**config.mk**
```make
export PLATFORM = sky130hd
export DESIGN_NAME = pi_process_regulator
export DESIGN_NICKNAME = d
export VERILOG_FILES = /design/src/inc/pi_reg_pkg.sv /design/src/rtl/div_serial.sv /design/src/rtl/loss_timer.sv /design/src/rtl/pi_process_regulator.sv
export VERILOG_INCLUDE_DIRS = /design/src /design/src/inc
export SDC_FILE = /design/constraint.sdc
export NUM_CORES = 2
export LEC_CHECK = 0
export ABC_AREA = 1
export BUFFER_PORTS_ARGS = -buffer_cell sky130_fd_sc_hd__buf_4
export CELL_PAD_IN_SITES_DETAIL_PLACEMENT = 0
export CELL_PAD_IN_SITES_GLOBAL_PLACEMENT = 1
export CORE_MARGIN = 3
export CORE_UTILIZATION = 47
export DETAILED_ROUTE_END_ITERATION = 7
export GPL_ROUTABILITY_DRIVEN = 0
export HOLD_SLACK_MARGIN = 0.12
export PLACE_DENSITY_LB_ADDON = 0.1
export SLEW_MARGIN = 10
export SYNTH_ARGS = -nofsm -noshare
export SYNTH_HDL_FRONTEND = slang
export SYNTH_HIERARCHICAL = 1
export SYNTH_SLANG_ARGS = --single-unit
```
**constraint.sdc**
```tcl
create_clock -name sys_clk_in -period 60.6 [get_ports sys_clk_in]
set_clock_uncertainty 0.2 [all_clocks]
set_input_delay 12.12 -clock sys_clk_in [delete_from_list [all_inputs] [get_ports sys_clk_in]]
set_output_delay 12.12 -clock sys_clk_in [all_outputs]
set_load 0.005 [all_outputs]
```
**src/inc/pi_reg_consts.svh**
```systemverilog
// Constants for the process regulator: scales, codes, widths and timing counts.
// Assumes a 25 MHz system clock and a fixed 1 ms regulator sample period.
`ifndef PI_REG_CONSTS_SVH
`define PI_REG_CONSTS_SVH
`define CLK_PERIOD_NS 40
`define SAMPLE_PERIOD_NS 1000000
`define SAMPLE_CYCLES (`SAMPLE_PERIOD_NS / `CLK_PERIOD_NS)
`define TI_UNIT_NS 100000000
`define LAG_UNIT_NS 10000000
`define TI_SAMPLES (`TI_UNIT_NS / `SAMPLE_PERIOD_NS)
`define LAG_SAMPLES (`LAG_UNIT_NS / `SAMPLE_PERIOD_NS)
`define LOSS_SAMPLES (`TI_UNIT_NS / `SAMPLE_PERIOD_NS)
`define SIG_W 18
`define SIG_MAX 20000
`define WIDE_W 48
`define FRAC_W 16
`define DIV_NW 32
`define DIV_DW 20
`define LOSS_CW 15
`define KP_SCALE 100
`define OG_SCALE 10
`define PCT10_SCALE 10
`define PCT1_SCALE 100
`define FN_FEEDBACK 5'h0b
`define FN_DIFF 5'h10
`define COMM_SP_BIT 1
`endif

```
**src/inc/pi_reg_pkg.sv**
```systemverilog
// Types shared by the process regulator files.
// Assumes pi_reg_consts.svh is on the include path.
`include "pi_reg_consts.svh"
package pi_reg_pkg;
  typedef logic signed [`WIDE_W-1:0] wide_t;
  typedef enum logic [1:0] {MODE_OFF = 2'h0, MODE_DRIVE = 2'h1, MODE_TRIM = 2'h3} mode_t;
  typedef enum logic [1:0] {SRC_PRESET = 2'h0, SRC_ANALOG = 2'h1, SRC_SERIAL = 2'h2,
                            SRC_OPTION = 2'h3} source_t;
  typedef enum logic [1:0] {LOSS_OFF = 2'h0, LOSS_ALARM = 2'h1, LOSS_FAULT = 2'h2} loss_sel_t;
  typedef enum logic [4:0] {ST_IDLE = 5'h01, ST_INTEG = 5'h02, ST_FSTART = 5'h04,
                            ST_FILT = 5'h08, ST_OUTP = 5'h10} reg_state_t;
endpackage

```
**src/rtl/div_serial.sv**
```systemverilog
// Unsigned restoring divider, one quotient bit per enabled clock.
// Assumes the caller never starts it with a zero divisor.
`timescale 1ns/1ps
module div_serial #(
  parameter int NW = 32,
  parameter int DW = 16
) (
  input wire logic sys_clk_in,
  input wire logic rst_in,
  input wire logic ce_in,
  input wire logic start_in,
  input wire logic [NW-1:0] num_in,
  input wire logic [DW-1:0] den_in,
  output logic done_out,
  output logic [NW-1:0] quo_out
);
  localparam int CW = $clog2(NW + 1);
  logic [DW-1:0] rem;
  logic [DW-1:0] den;
  logic [CW-1:0] cnt;
  logic [DW:0] shifted;

  assign shifted = {rem, quo_out[NW-1]};

  always_ff @(posedge sys_clk_in) begin
    if (rst_in) begin
      rem <= '0;
      den <= '0;
      cnt <= '0;
      quo_out <= '0;
      done_out <= 1'b0;
    end else if (ce_in) begin
      done_out <= 1'b0;
      if (start_in) begin
        quo_out <= num_in;
        den <= den_in;
        rem <= '0;
        cnt <= CW'(NW);
      end else if (cnt != '0) begin
        if (shifted >= {1'b0, den}) begin
          rem <= DW'(shifted - {1'b0, den});
          quo_out <= {quo_out[NW-2:0], 1'b1};
        end else begin
          rem <= shifted[DW-1:0];
          quo_out <= {quo_out[NW-2:0], 1'b0};
        end
        cnt <= cnt - 1'b1;
        done_out <= (cnt == CW'(1));
      end
    end
  end
endmodule

```
**src/rtl/loss_timer.sv**
```systemverilog
// Feedback loss qualifier: counts sample ticks while feedback sits below a level.
// Assumes level and feedback share one signed scale and tick is a one-cycle pulse.
`timescale 1ns/1ps
`include "pi_reg_consts.svh"
module loss_timer #(
  parameter int CW = `LOSS_CW
) (
  input wire logic sys_clk_in,
  input wire logic rst_in,
  input wire logic ce_in,
  input wire logic tick_in,
  input wire logic enable_in,
  input wire logic signed [`SIG_W-1:0] level_in,
  input wire logic signed [`SIG_W-1:0] feedback_in,
  input wire logic [CW-1:0] samples_in,
  output logic lost_out
);
  logic [CW-1:0] cnt;
  logic below;

  assign below = feedback_in < level_in;

  always_ff @(posedge sys_clk_in) begin
    if (rst_in) begin
      cnt <= '0;
      lost_out <= 1'b0;
    end else if (ce_in) begin
      if (!enable_in || !below) begin
        cnt <= '0;
        lost_out <= 1'b0;
      end else if (tick_in) begin
        if (cnt >= samples_in) begin
          lost_out <= 1'b1;
        end else begin
          cnt <= cnt + 1'b1;
        end
      end
    end
  end
endmodule

```
**src/rtl/pi_process_regulator.sv**
```systemverilog
// Process regulator: setpoint selection, PI with limits, lag filter and loss detection.
// Assumes settings come from logic on sys_clk_in; analog inputs arrive from pins.
`timescale 1ns/1ps
`include "pi_reg_consts.svh"
module pi_process_regulator #(
  parameter int SAMPLE_CYCLES = `SAMPLE_CYCLES
) (
  input wire logic sys_clk_in,
  input wire logic rst_in,
  input wire logic ce_in,
  input wire logic signed [`SIG_W-1:0] first_analog_input_in,
  input wire logic signed [`SIG_W-1:0] second_analog_input_in,
  input wire logic [4:0] second_input_function_in,
  input wire logic [1:0] speed_command_source_in,
  input wire logic signed [`SIG_W-1:0] first_preset_speed_in,
  input wire logic signed [`SIG_W-1:0] serial_speed_in,
  input wire logic signed [`SIG_W-1:0] option_board_speed_in,
  input wire logic signed [`SIG_W-1:0] comm_setpoint_06_in,
  input wire logic [15:0] comm_flags_0f_in,
  input wire logic stored_setpoint_enable_in,
  input wire logic [13:0] stored_setpoint_value_in,
  input wire logic [1:0] regulator_mode_select_in,
  input wire logic [11:0] proportional_gain_in,
  input wire logic [11:0] integral_time_in,
  input wire logic [9:0] integral_clamp_in,
  input wire logic [9:0] output_clamp_in,
  input wire logic signed [10:0] offset_adjust_in,
  input wire logic [9:0] lag_time_constant_in,
  input wire logic output_polarity_in,
  input wire logic [7:0] output_gain_in,
  input wire logic reverse_allow_in,
  input wire logic [1:0] loss_detect_select_in,
  input wire logic [6:0] loss_detect_level_in,
  input wire logic [7:0] loss_detect_time_in,
  input wire logic fault_reset_in,
  output logic signed [`SIG_W-1:0] speed_command_out,
  output logic signed [`SIG_W-1:0] regulator_output_out,
  output logic regulator_active_out,
  output logic feedback_loss_alarm_out,
  output logic fault_relay_out,
  output logic drive_enable_out
);
  localparam int TW = $clog2(SAMPLE_CYCLES + 1);
  localparam pi_reg_pkg::wide_t SMAX = pi_reg_pkg::wide_t'(`SIG_MAX);

  function automatic pi_reg_pkg::wide_t clampw(input pi_reg_pkg::wide_t v,
                                               input pi_reg_pkg::wide_t lim);
    if (v > lim) begin
      return lim;
    end else if (v < -lim) begin
      return -lim;
    end
    return v;
  endfunction

  function automatic pi_reg_pkg::wide_t absw(input pi_reg_pkg::wide_t v);
    return (v < 0) ? -v : v;
  endfunction

  pi_reg_pkg::reg_state_t state;
  logic signed [`SIG_W-1:0] in1_meta, in1_sync, in2_meta, in2_sync;
  logic [TW-1:0] tick_cnt;
  logic tick;
  logic fb_mode, diff_mode, active, lost, fault;
  logic err_neg, dif_neg;
  logic signed [`SIG_W-1:0] p_r;
  pi_reg_pkg::wide_t integ_acc, filt_acc, quo_w;
  pi_reg_pkg::wide_t spd_cmd, setpoint, feedback, err, p_term, i_term;
  pi_reg_pkg::wide_t ilim, olim, offs, x_val, y_val, g_val, s_val;
  logic div_start, div_done;
  logic [`DIV_NW-1:0] div_num, div_quo;
  logic [`DIV_DW-1:0] div_den;
  logic signed [`SIG_W-1:0] loss_level;
  logic [`LOSS_CW-1:0] loss_samples;

  // Multi-bit samples are synchronised per bit; a converter word that changes
  // mid-capture can show one mixed sample; only a nonzero lag filter absorbs it, and not on the pass-through speed path.
  always_ff @(posedge sys_clk_in) begin
    if (rst_in) begin
      in1_meta <= '0;
      in1_sync <= '0;
      in2_meta <= '0;
      in2_sync <= '0;
    end else if (ce_in) begin
      in1_meta <= first_analog_input_in;
      in1_sync <= in1_meta;
      in2_meta <= second_analog_input_in;
      in2_sync <= in2_meta;
    end
  end

  always_ff @(posedge sys_clk_in) begin
    if (rst_in) begin
      tick_cnt <= '0;
      tick <= 1'b0;
    end else if (ce_in) begin
      tick <= (tick_cnt == TW'(SAMPLE_CYCLES - 1));
      tick_cnt <= (tick_cnt == TW'(SAMPLE_CYCLES - 1)) ? '0 : tick_cnt + 1'b1;
    end
  end

  assign fb_mode = second_input_function_in == `FN_FEEDBACK;
  assign diff_mode = second_input_function_in == `FN_DIFF;
  assign active = (regulator_mode_select_in == pi_reg_pkg::MODE_DRIVE ||
                   regulator_mode_select_in == pi_reg_pkg::MODE_TRIM) &&
                  (fb_mode || diff_mode);
  assign ilim = pi_reg_pkg::wide_t'(integral_clamp_in) * `PCT10_SCALE;
  assign olim = pi_reg_pkg::wide_t'(output_clamp_in) * `PCT10_SCALE;
  assign offs = pi_reg_pkg::wide_t'(offset_adjust_in) * `PCT10_SCALE;
  assign quo_w = pi_reg_pkg::wide_t'(div_quo);

  always_comb begin
    case (speed_command_source_in)
      pi_reg_pkg::SRC_PRESET: spd_cmd = pi_reg_pkg::wide_t'(first_preset_speed_in);
      pi_reg_pkg::SRC_ANALOG: spd_cmd = pi_reg_pkg::wide_t'(in1_sync);
      pi_reg_pkg::SRC_SERIAL: spd_cmd = pi_reg_pkg::wide_t'(serial_speed_in);
      default: spd_cmd = pi_reg_pkg::wide_t'(option_board_speed_in);
    endcase
  end

  always_comb begin
    if (diff_mode) begin
      setpoint = offs;
      feedback = clampw(pi_reg_pkg::wide_t'(in1_sync) - pi_reg_pkg::wide_t'(in2_sync), SMAX);
    end else begin
      feedback = pi_reg_pkg::wide_t'(in2_sync);
      if (stored_setpoint_enable_in) begin
        setpoint = pi_reg_pkg::wide_t'(stored_setpoint_value_in);
      end else if (comm_flags_0f_in[`COMM_SP_BIT]) begin
        setpoint = pi_reg_pkg::wide_t'(comm_setpoint_06_in);
      end else begin
        setpoint = spd_cmd;
      end
    end
  end

  // Every sum and product is formed wide and saturated back into range.
  always_comb begin
    err = clampw(output_polarity_in ? feedback - setpoint : setpoint - feedback,
                 SMAX);
    p_term = clampw(err * pi_reg_pkg::wide_t'(proportional_gain_in) / `KP_SCALE,
                    SMAX);
    i_term = clampw(integ_acc >>> `FRAC_W, ilim);
    x_val = clampw(pi_reg_pkg::wide_t'(p_r) + i_term, SMAX);
    y_val = filt_acc >>> `FRAC_W;
    g_val = clampw(y_val * pi_reg_pkg::wide_t'(output_gain_in) / `OG_SCALE, SMAX);
    if (!diff_mode) begin
      g_val = clampw(g_val + offs, SMAX);
    end
    g_val = clampw(g_val, olim);
    if (!active) begin
      s_val = spd_cmd;
    end else if (regulator_mode_select_in == pi_reg_pkg::MODE_TRIM) begin
      s_val = clampw(spd_cmd + g_val, SMAX);
    end else begin
      s_val = g_val;
    end
    if (active && !reverse_allow_in && s_val < 0) begin
      s_val = '0;
    end
  end

  // One divider serves the integral step and then the filter step of a sample.
  always_comb begin
    div_start = 1'b0;
    div_num = '0;
    div_den = '0;
    if (state == pi_reg_pkg::ST_IDLE && tick && active && integral_time_in != '0) begin
      div_start = 1'b1;
      div_num = `DIV_NW'(absw(err) << `FRAC_W);
      div_den = `DIV_DW'(integral_time_in * `TI_SAMPLES);
    end else if (state == pi_reg_pkg::ST_FSTART && lag_time_constant_in != '0) begin
      div_start = 1'b1;
      div_num = `DIV_NW'(absw(x_val - y_val) << `FRAC_W);
      div_den = `DIV_DW'(lag_time_constant_in * `LAG_SAMPLES);
    end
  end

  div_serial #(.NW(`DIV_NW), .DW(`DIV_DW)) u_div (
    .sys_clk_in(sys_clk_in),
    .rst_in(rst_in),
    .ce_in(ce_in),
    .start_in(div_start),
    .num_in(div_num),
    .den_in(div_den),
    .done_out(div_done),
    .quo_out(div_quo)
  );

  always_ff @(posedge sys_clk_in) begin
    if (rst_in) begin
      state <= pi_reg_pkg::ST_IDLE;
      p_r <= '0;
      err_neg <= 1'b0;
      dif_neg <= 1'b0;
    end else if (ce_in) begin
      case (state)
        pi_reg_pkg::ST_IDLE: begin
          if (tick) begin
            p_r <= p_term[`SIG_W-1:0];
            err_neg <= err < 0;
            if (!active) begin
              state <= pi_reg_pkg::ST_OUTP;
            end else if (integral_time_in != '0) begin
              state <= pi_reg_pkg::ST_INTEG;
            end else begin
              state <= pi_reg_pkg::ST_FSTART;
            end
          end
        end
        pi_reg_pkg::ST_INTEG: begin
          if (div_done) begin
            state <= pi_reg_pkg::ST_FSTART;
          end
        end
        pi_reg_pkg::ST_FSTART: begin
          dif_neg <= x_val < y_val;
          state <= (lag_time_constant_in != '0) ? pi_reg_pkg::ST_FILT : pi_reg_pkg::ST_OUTP;
        end
        pi_reg_pkg::ST_FILT: begin
          if (div_done) begin
            state <= pi_reg_pkg::ST_OUTP;
          end
        end
        pi_reg_pkg::ST_OUTP: state <= pi_reg_pkg::ST_IDLE;
        default: state <= pi_reg_pkg::ST_IDLE;
      endcase
    end
  end

  // The accumulator itself is clamped so it cannot wind up past the limit.
  always_ff @(posedge sys_clk_in) begin
    if (rst_in) begin
      integ_acc <= '0;
    end else if (ce_in) begin
      if (!active || integral_time_in == '0) begin
        integ_acc <= '0;
      end else if (state == pi_reg_pkg::ST_INTEG && div_done) begin
        integ_acc <= clampw(err_neg ? integ_acc - quo_w : integ_acc + quo_w,
                            ilim <<< `FRAC_W);
      end
    end
  end

  always_ff @(posedge sys_clk_in) begin
    if (rst_in) begin
      filt_acc <= '0;
    end else if (ce_in) begin
      if (!active) begin
        filt_acc <= '0;
      end else if (state == pi_reg_pkg::ST_FSTART && lag_time_constant_in == '0) begin
        filt_acc <= x_val <<< `FRAC_W;
      end else if (state == pi_reg_pkg::ST_FILT && div_done) begin
        filt_acc <= dif_neg ? filt_acc - quo_w : filt_acc + quo_w;
      end
    end
  end

  always_ff @(posedge sys_clk_in) begin
    if (rst_in) begin
      speed_command_out <= '0;
      regulator_output_out <= '0;
      regulator_active_out <= 1'b0;
    end else if (ce_in) begin
      regulator_active_out <= active;
      if (state == pi_reg_pkg::ST_OUTP) begin
        speed_command_out <= s_val[`SIG_W-1:0];
        regulator_output_out <= active ? g_val[`SIG_W-1:0] : '0;
      end
    end
  end

  assign loss_level = `SIG_W'(loss_detect_level_in * `PCT1_SCALE);
  assign loss_samples = `LOSS_CW'(loss_detect_time_in * `LOSS_SAMPLES);

  loss_timer #(.CW(`LOSS_CW)) u_loss (
    .sys_clk_in(sys_clk_in),
    .rst_in(rst_in),
    .ce_in(ce_in),
    .tick_in(tick),
    .enable_in(active && loss_detect_select_in != pi_reg_pkg::LOSS_OFF),
    .level_in(loss_level),
    .feedback_in(feedback[`SIG_W-1:0]),
    .samples_in(loss_samples),
    .lost_out(lost)
  );

  // A fault latches until reset; a loss arriving with the reset keeps it set.
  always_ff @(posedge sys_clk_in) begin
    if (rst_in) begin
      fault <= 1'b0;
      feedback_loss_alarm_out <= 1'b0;
    end else if (ce_in) begin
      feedback_loss_alarm_out <= lost && loss_detect_select_in == pi_reg_pkg::LOSS_ALARM;
      if (lost && loss_detect_select_in == pi_reg_pkg::LOSS_FAULT) begin
        fault <= 1'b1;
      end else if (fault_reset_in) begin
        fault <= 1'b0;
      end
    end
  end

  assign fault_relay_out = fault;
  assign drive_enable_out = !fault;
endmodule

```
==> flow_metrics.tcl <==
set metrics [dict create \
    start_util_pct 47.6 \
    final-instance-count-excl-fill 16500 \
    gr-total-overflow 0 \
    finalMaxSlewViolations 0 \
    r2r_slack_ns 15.98 \
    yosys.area_share.simple_pct 32.5 \
    grtUsageTotal_pct 27.5 \
    syn_area_um2 88800 \
    maxSlewHeadroom_pct 25.0 \
    die_x_um 441 \
    cts_sinks 343 \
    drc 0 \
    hold_viol_final 0 \
    seqCellArea_um2 6870 \
    cts_made_buffers 39 \
    critPathKind "in -> reg" \
    coreArea_um2 187000 \
    ys_ff_latch 343 \
    clk_pin_slew_ns 0.06 \
    hold_path_end "tick_cnt[14]$_SDFFE_PP0P_" \
    post-route-min-period_ns 55.48 \
    synth_area_leaders "fa_1 14%, nand2_1 14%, ha_1 13%" \
    ant_nets 0 \
    holdPathStages 1 \
    synthCells 14000 \
    synth-edff-count 0 \
    portBuffers 268 \
    yosysSeqAreaShare_pct 7.73 \
    arrival_ns 55.70 \
    cpMostUsedCell "nand2_1" \
    fmax_ghz 0.0180 \
    layout_commonest_cell "nand2_1" \
    min_from "tick_cnt[14]$_SDFFE_PP0P_" \
    synth_top_area_share_pct 14.0 \
    drt-total-wl_mm 271 \
    vias 88100 \
    max_stage_delay_ns 0.53 \
    synth_area_per_cell_um2 6.34 \
    ioPinCount 284 \
    asyncSetResetFlopFracSynth_pct 0 \
    die_area_um2 194000 \
    drt_iter0_drc 6010 \
    status "finished clean" \
    critPathCaptureType "flop" \
    yosysTopAreaCell "fa_1" \
    rr_endpoint "speed_command_out[8]$_SDFFE_PP0P_" \
    synth_mux_area_share_pct 0.0113 \
    required_ns 60.82 \
    tritoncts "done" \
    synth_top_family_by_area "simple AND/OR/NAND/NOR gates" \
    num-fill-cells 19600 \
    drive_gt1_share_pct 8.49 \
    multi_input_area_um2 69700 \
    r2r-start "filt_acc[19]$_SDFFE_PP0P_" \
    synthFlopType "dfxtp_1" \
    crit_fanout 32 \
    grt_pass1_vias 84900 \
    wl_per_cell_um 16.4 \
    yosysWarnings 6 \
    slowest_stage "fa_1" \
    fin_hold_ws_ns 0.253 \
    area_growth_syn_to_layout_pct 6.18 \
    h-tree-depth 2 \
    ys_types 93 \
    cts_buffer_depth 3 \
    synth_compound_area_share_pct 13.2 \
    drt_pass1_iterations 6 \
    cap_violations 0 \
    worst_slew_pin_slew_ns 1.12 \
    dp.cells 16500 \
    yosys.area_share.adder_pct 26.9 \
    fin_crit_sh_pct 91.5 \
    final_nets 15800 \
    setup_viol 0 \
    grt_max_degree 99 \
    cts-root-buf "clkbuf_16" \
    vias_per_cell 5.33 \
    cp-start-kind "input port" \
    r2r_cells 320 \
    die_h_um 441 \
    rows 158 \
    grt_pass1_wl_mm 441 \
    hpwl_mm 222 \
    synth_xor_area_share_pct 5.31 \
    antenna_found_initial 13 \
    final_cell_mix "3194 x nand2_1, 2698 x inv_1, 1090 x nor2_1" \
    hp-class "reg -> reg" \
    clock_latency_ns 0.58 \
]
final cells by class:
| class | count | area share [%] |
|---|---|---|
| inverters | 2854 | 11.5 |
| well taps | 2480 | 3.29 |
| multi-input cells | 10500 | 73.9 |
| flip-flops and latches | 343 | 7.28 |
| clock inverters | 17 | 0.230 |
| repair buffers | 333 | 2.69 |
| clock buffers | 48 | 1.12 |
| diodes | 6 | 0.0159 |
layer usage:
layer / wire [um] / GRT usage [%] / part of all wire (%)
met5: 55 / 0 / 0.020
met4: 5130 / 5.47 / 1.9
met3: 13600 / 2.33 / 5.0
met2: 124000 / 46.2 / 46
met1: 128000 / 38.4 / 47
cell families after synthesis:
| group | Yosys count |
|---|---|
| xor gates and xnor gates | 536 |
| and+or+nand+nor | 6251 |
| muxes | 1 |
| other | 1 |
| adders and majority gates | 1533 |
| DFF | 343 |
| AOI/OAI and AO/OA | 2113 |
| buffers and inverters | 3227 |
synthesized netlist by cell type (21+ instances only):
cell type  count
nor4_1        84
xnor2_1      141
buf_6         32
nand2_1     3199
buf_4         21
o21a_1        27
a21oi_1      873
a21o_1        40
or2_2         26
nand3b_1      53
fa_1         622
o21ai_0      656
clkbuf_1     278
nand4_1      237
nor2_4        42
nand2_4      143
o21bai_1      57
a31oi_1       97
inv_1       2703
o211ai_1      27
ha_1         911
inv_2        104
nor2_1      1099
nor3_1       164
nand3_1      795
xor2_1       394
o31ai_1       32
nand3_2       86
dfxtp_1      343
o21ai_1      133
clkinv_1      33
nand2_2      200
nor2_2        36
state kept, by name, summed over array words and instances (netlist names), 20 cells and up:
signal	flops
u_div/den	20
filt_acc	48
integ_acc	48
u_div/quo_out	32
u_div/rem	20
through the flow:
| stage | utilization [%] | TNS [ns] | instance area, um^2 | setup WS (ns) |
|---|---|---|---|---|
| finish | 50.5 | 0 | 94300 | 5.12 |
| global route | 50.5 | -0.112 | 94300 | -0.0500 |
| CTS | 50.3 | 0 | 93900 | 2.05 |
| detailed placement | 49.6 | 0 | 92600 | 1.59 |
| global placement | 49.6 | 0 | 92600 | 2.85 |
| floorplan | - | 0 | 88900 | 11.56 |
critical path, delay by kind of cell:
family / cells / cell delay (ns)
compound gates: 60 / 10.15
buf+inv: 37 / 3.27
fa+ha+maj: 11 / 3.95
xor+xnor: 10 / 2.10
simple gates: 203 / 23.96
timing repair:
action | CTS | global route
endpoints found under the setup margin | 0 | 18
hold buffers | 0 | 0
resized for setup | 0 | 78
buffers inserted | 0 | 3
worst max-delay path by stage:
stage                       from                                end  slack (ns)  depth (start not counted)
2_1_floorplan  output_gain_in[5]  speed_command_out[6]$_SDFFE_PP0P_       11.56                        321
3_3_place_gp   output_gain_in[5]  speed_command_out[8]$_SDFFE_PP0P_        2.85                        314
3_5_place_dp   output_gain_in[5]  speed_command_out[8]$_SDFFE_PP0P_        1.59                        314
4_1_cts        output_gain_in[5]  speed_command_out[8]$_SDFFE_PP0P_        2.05                        314
5_1_grt        output_gain_in[5]  speed_command_out[8]$_SDFFE_PP0P_       -0.05                        324
6_report       output_gain_in[5]  speed_command_out[8]$_SDFFE_PP0P_        5.12                        321
Power is left out: the tool's default activity adds up to more than one toggle a clock period on the data nets, which glitch-free logic cannot reach.
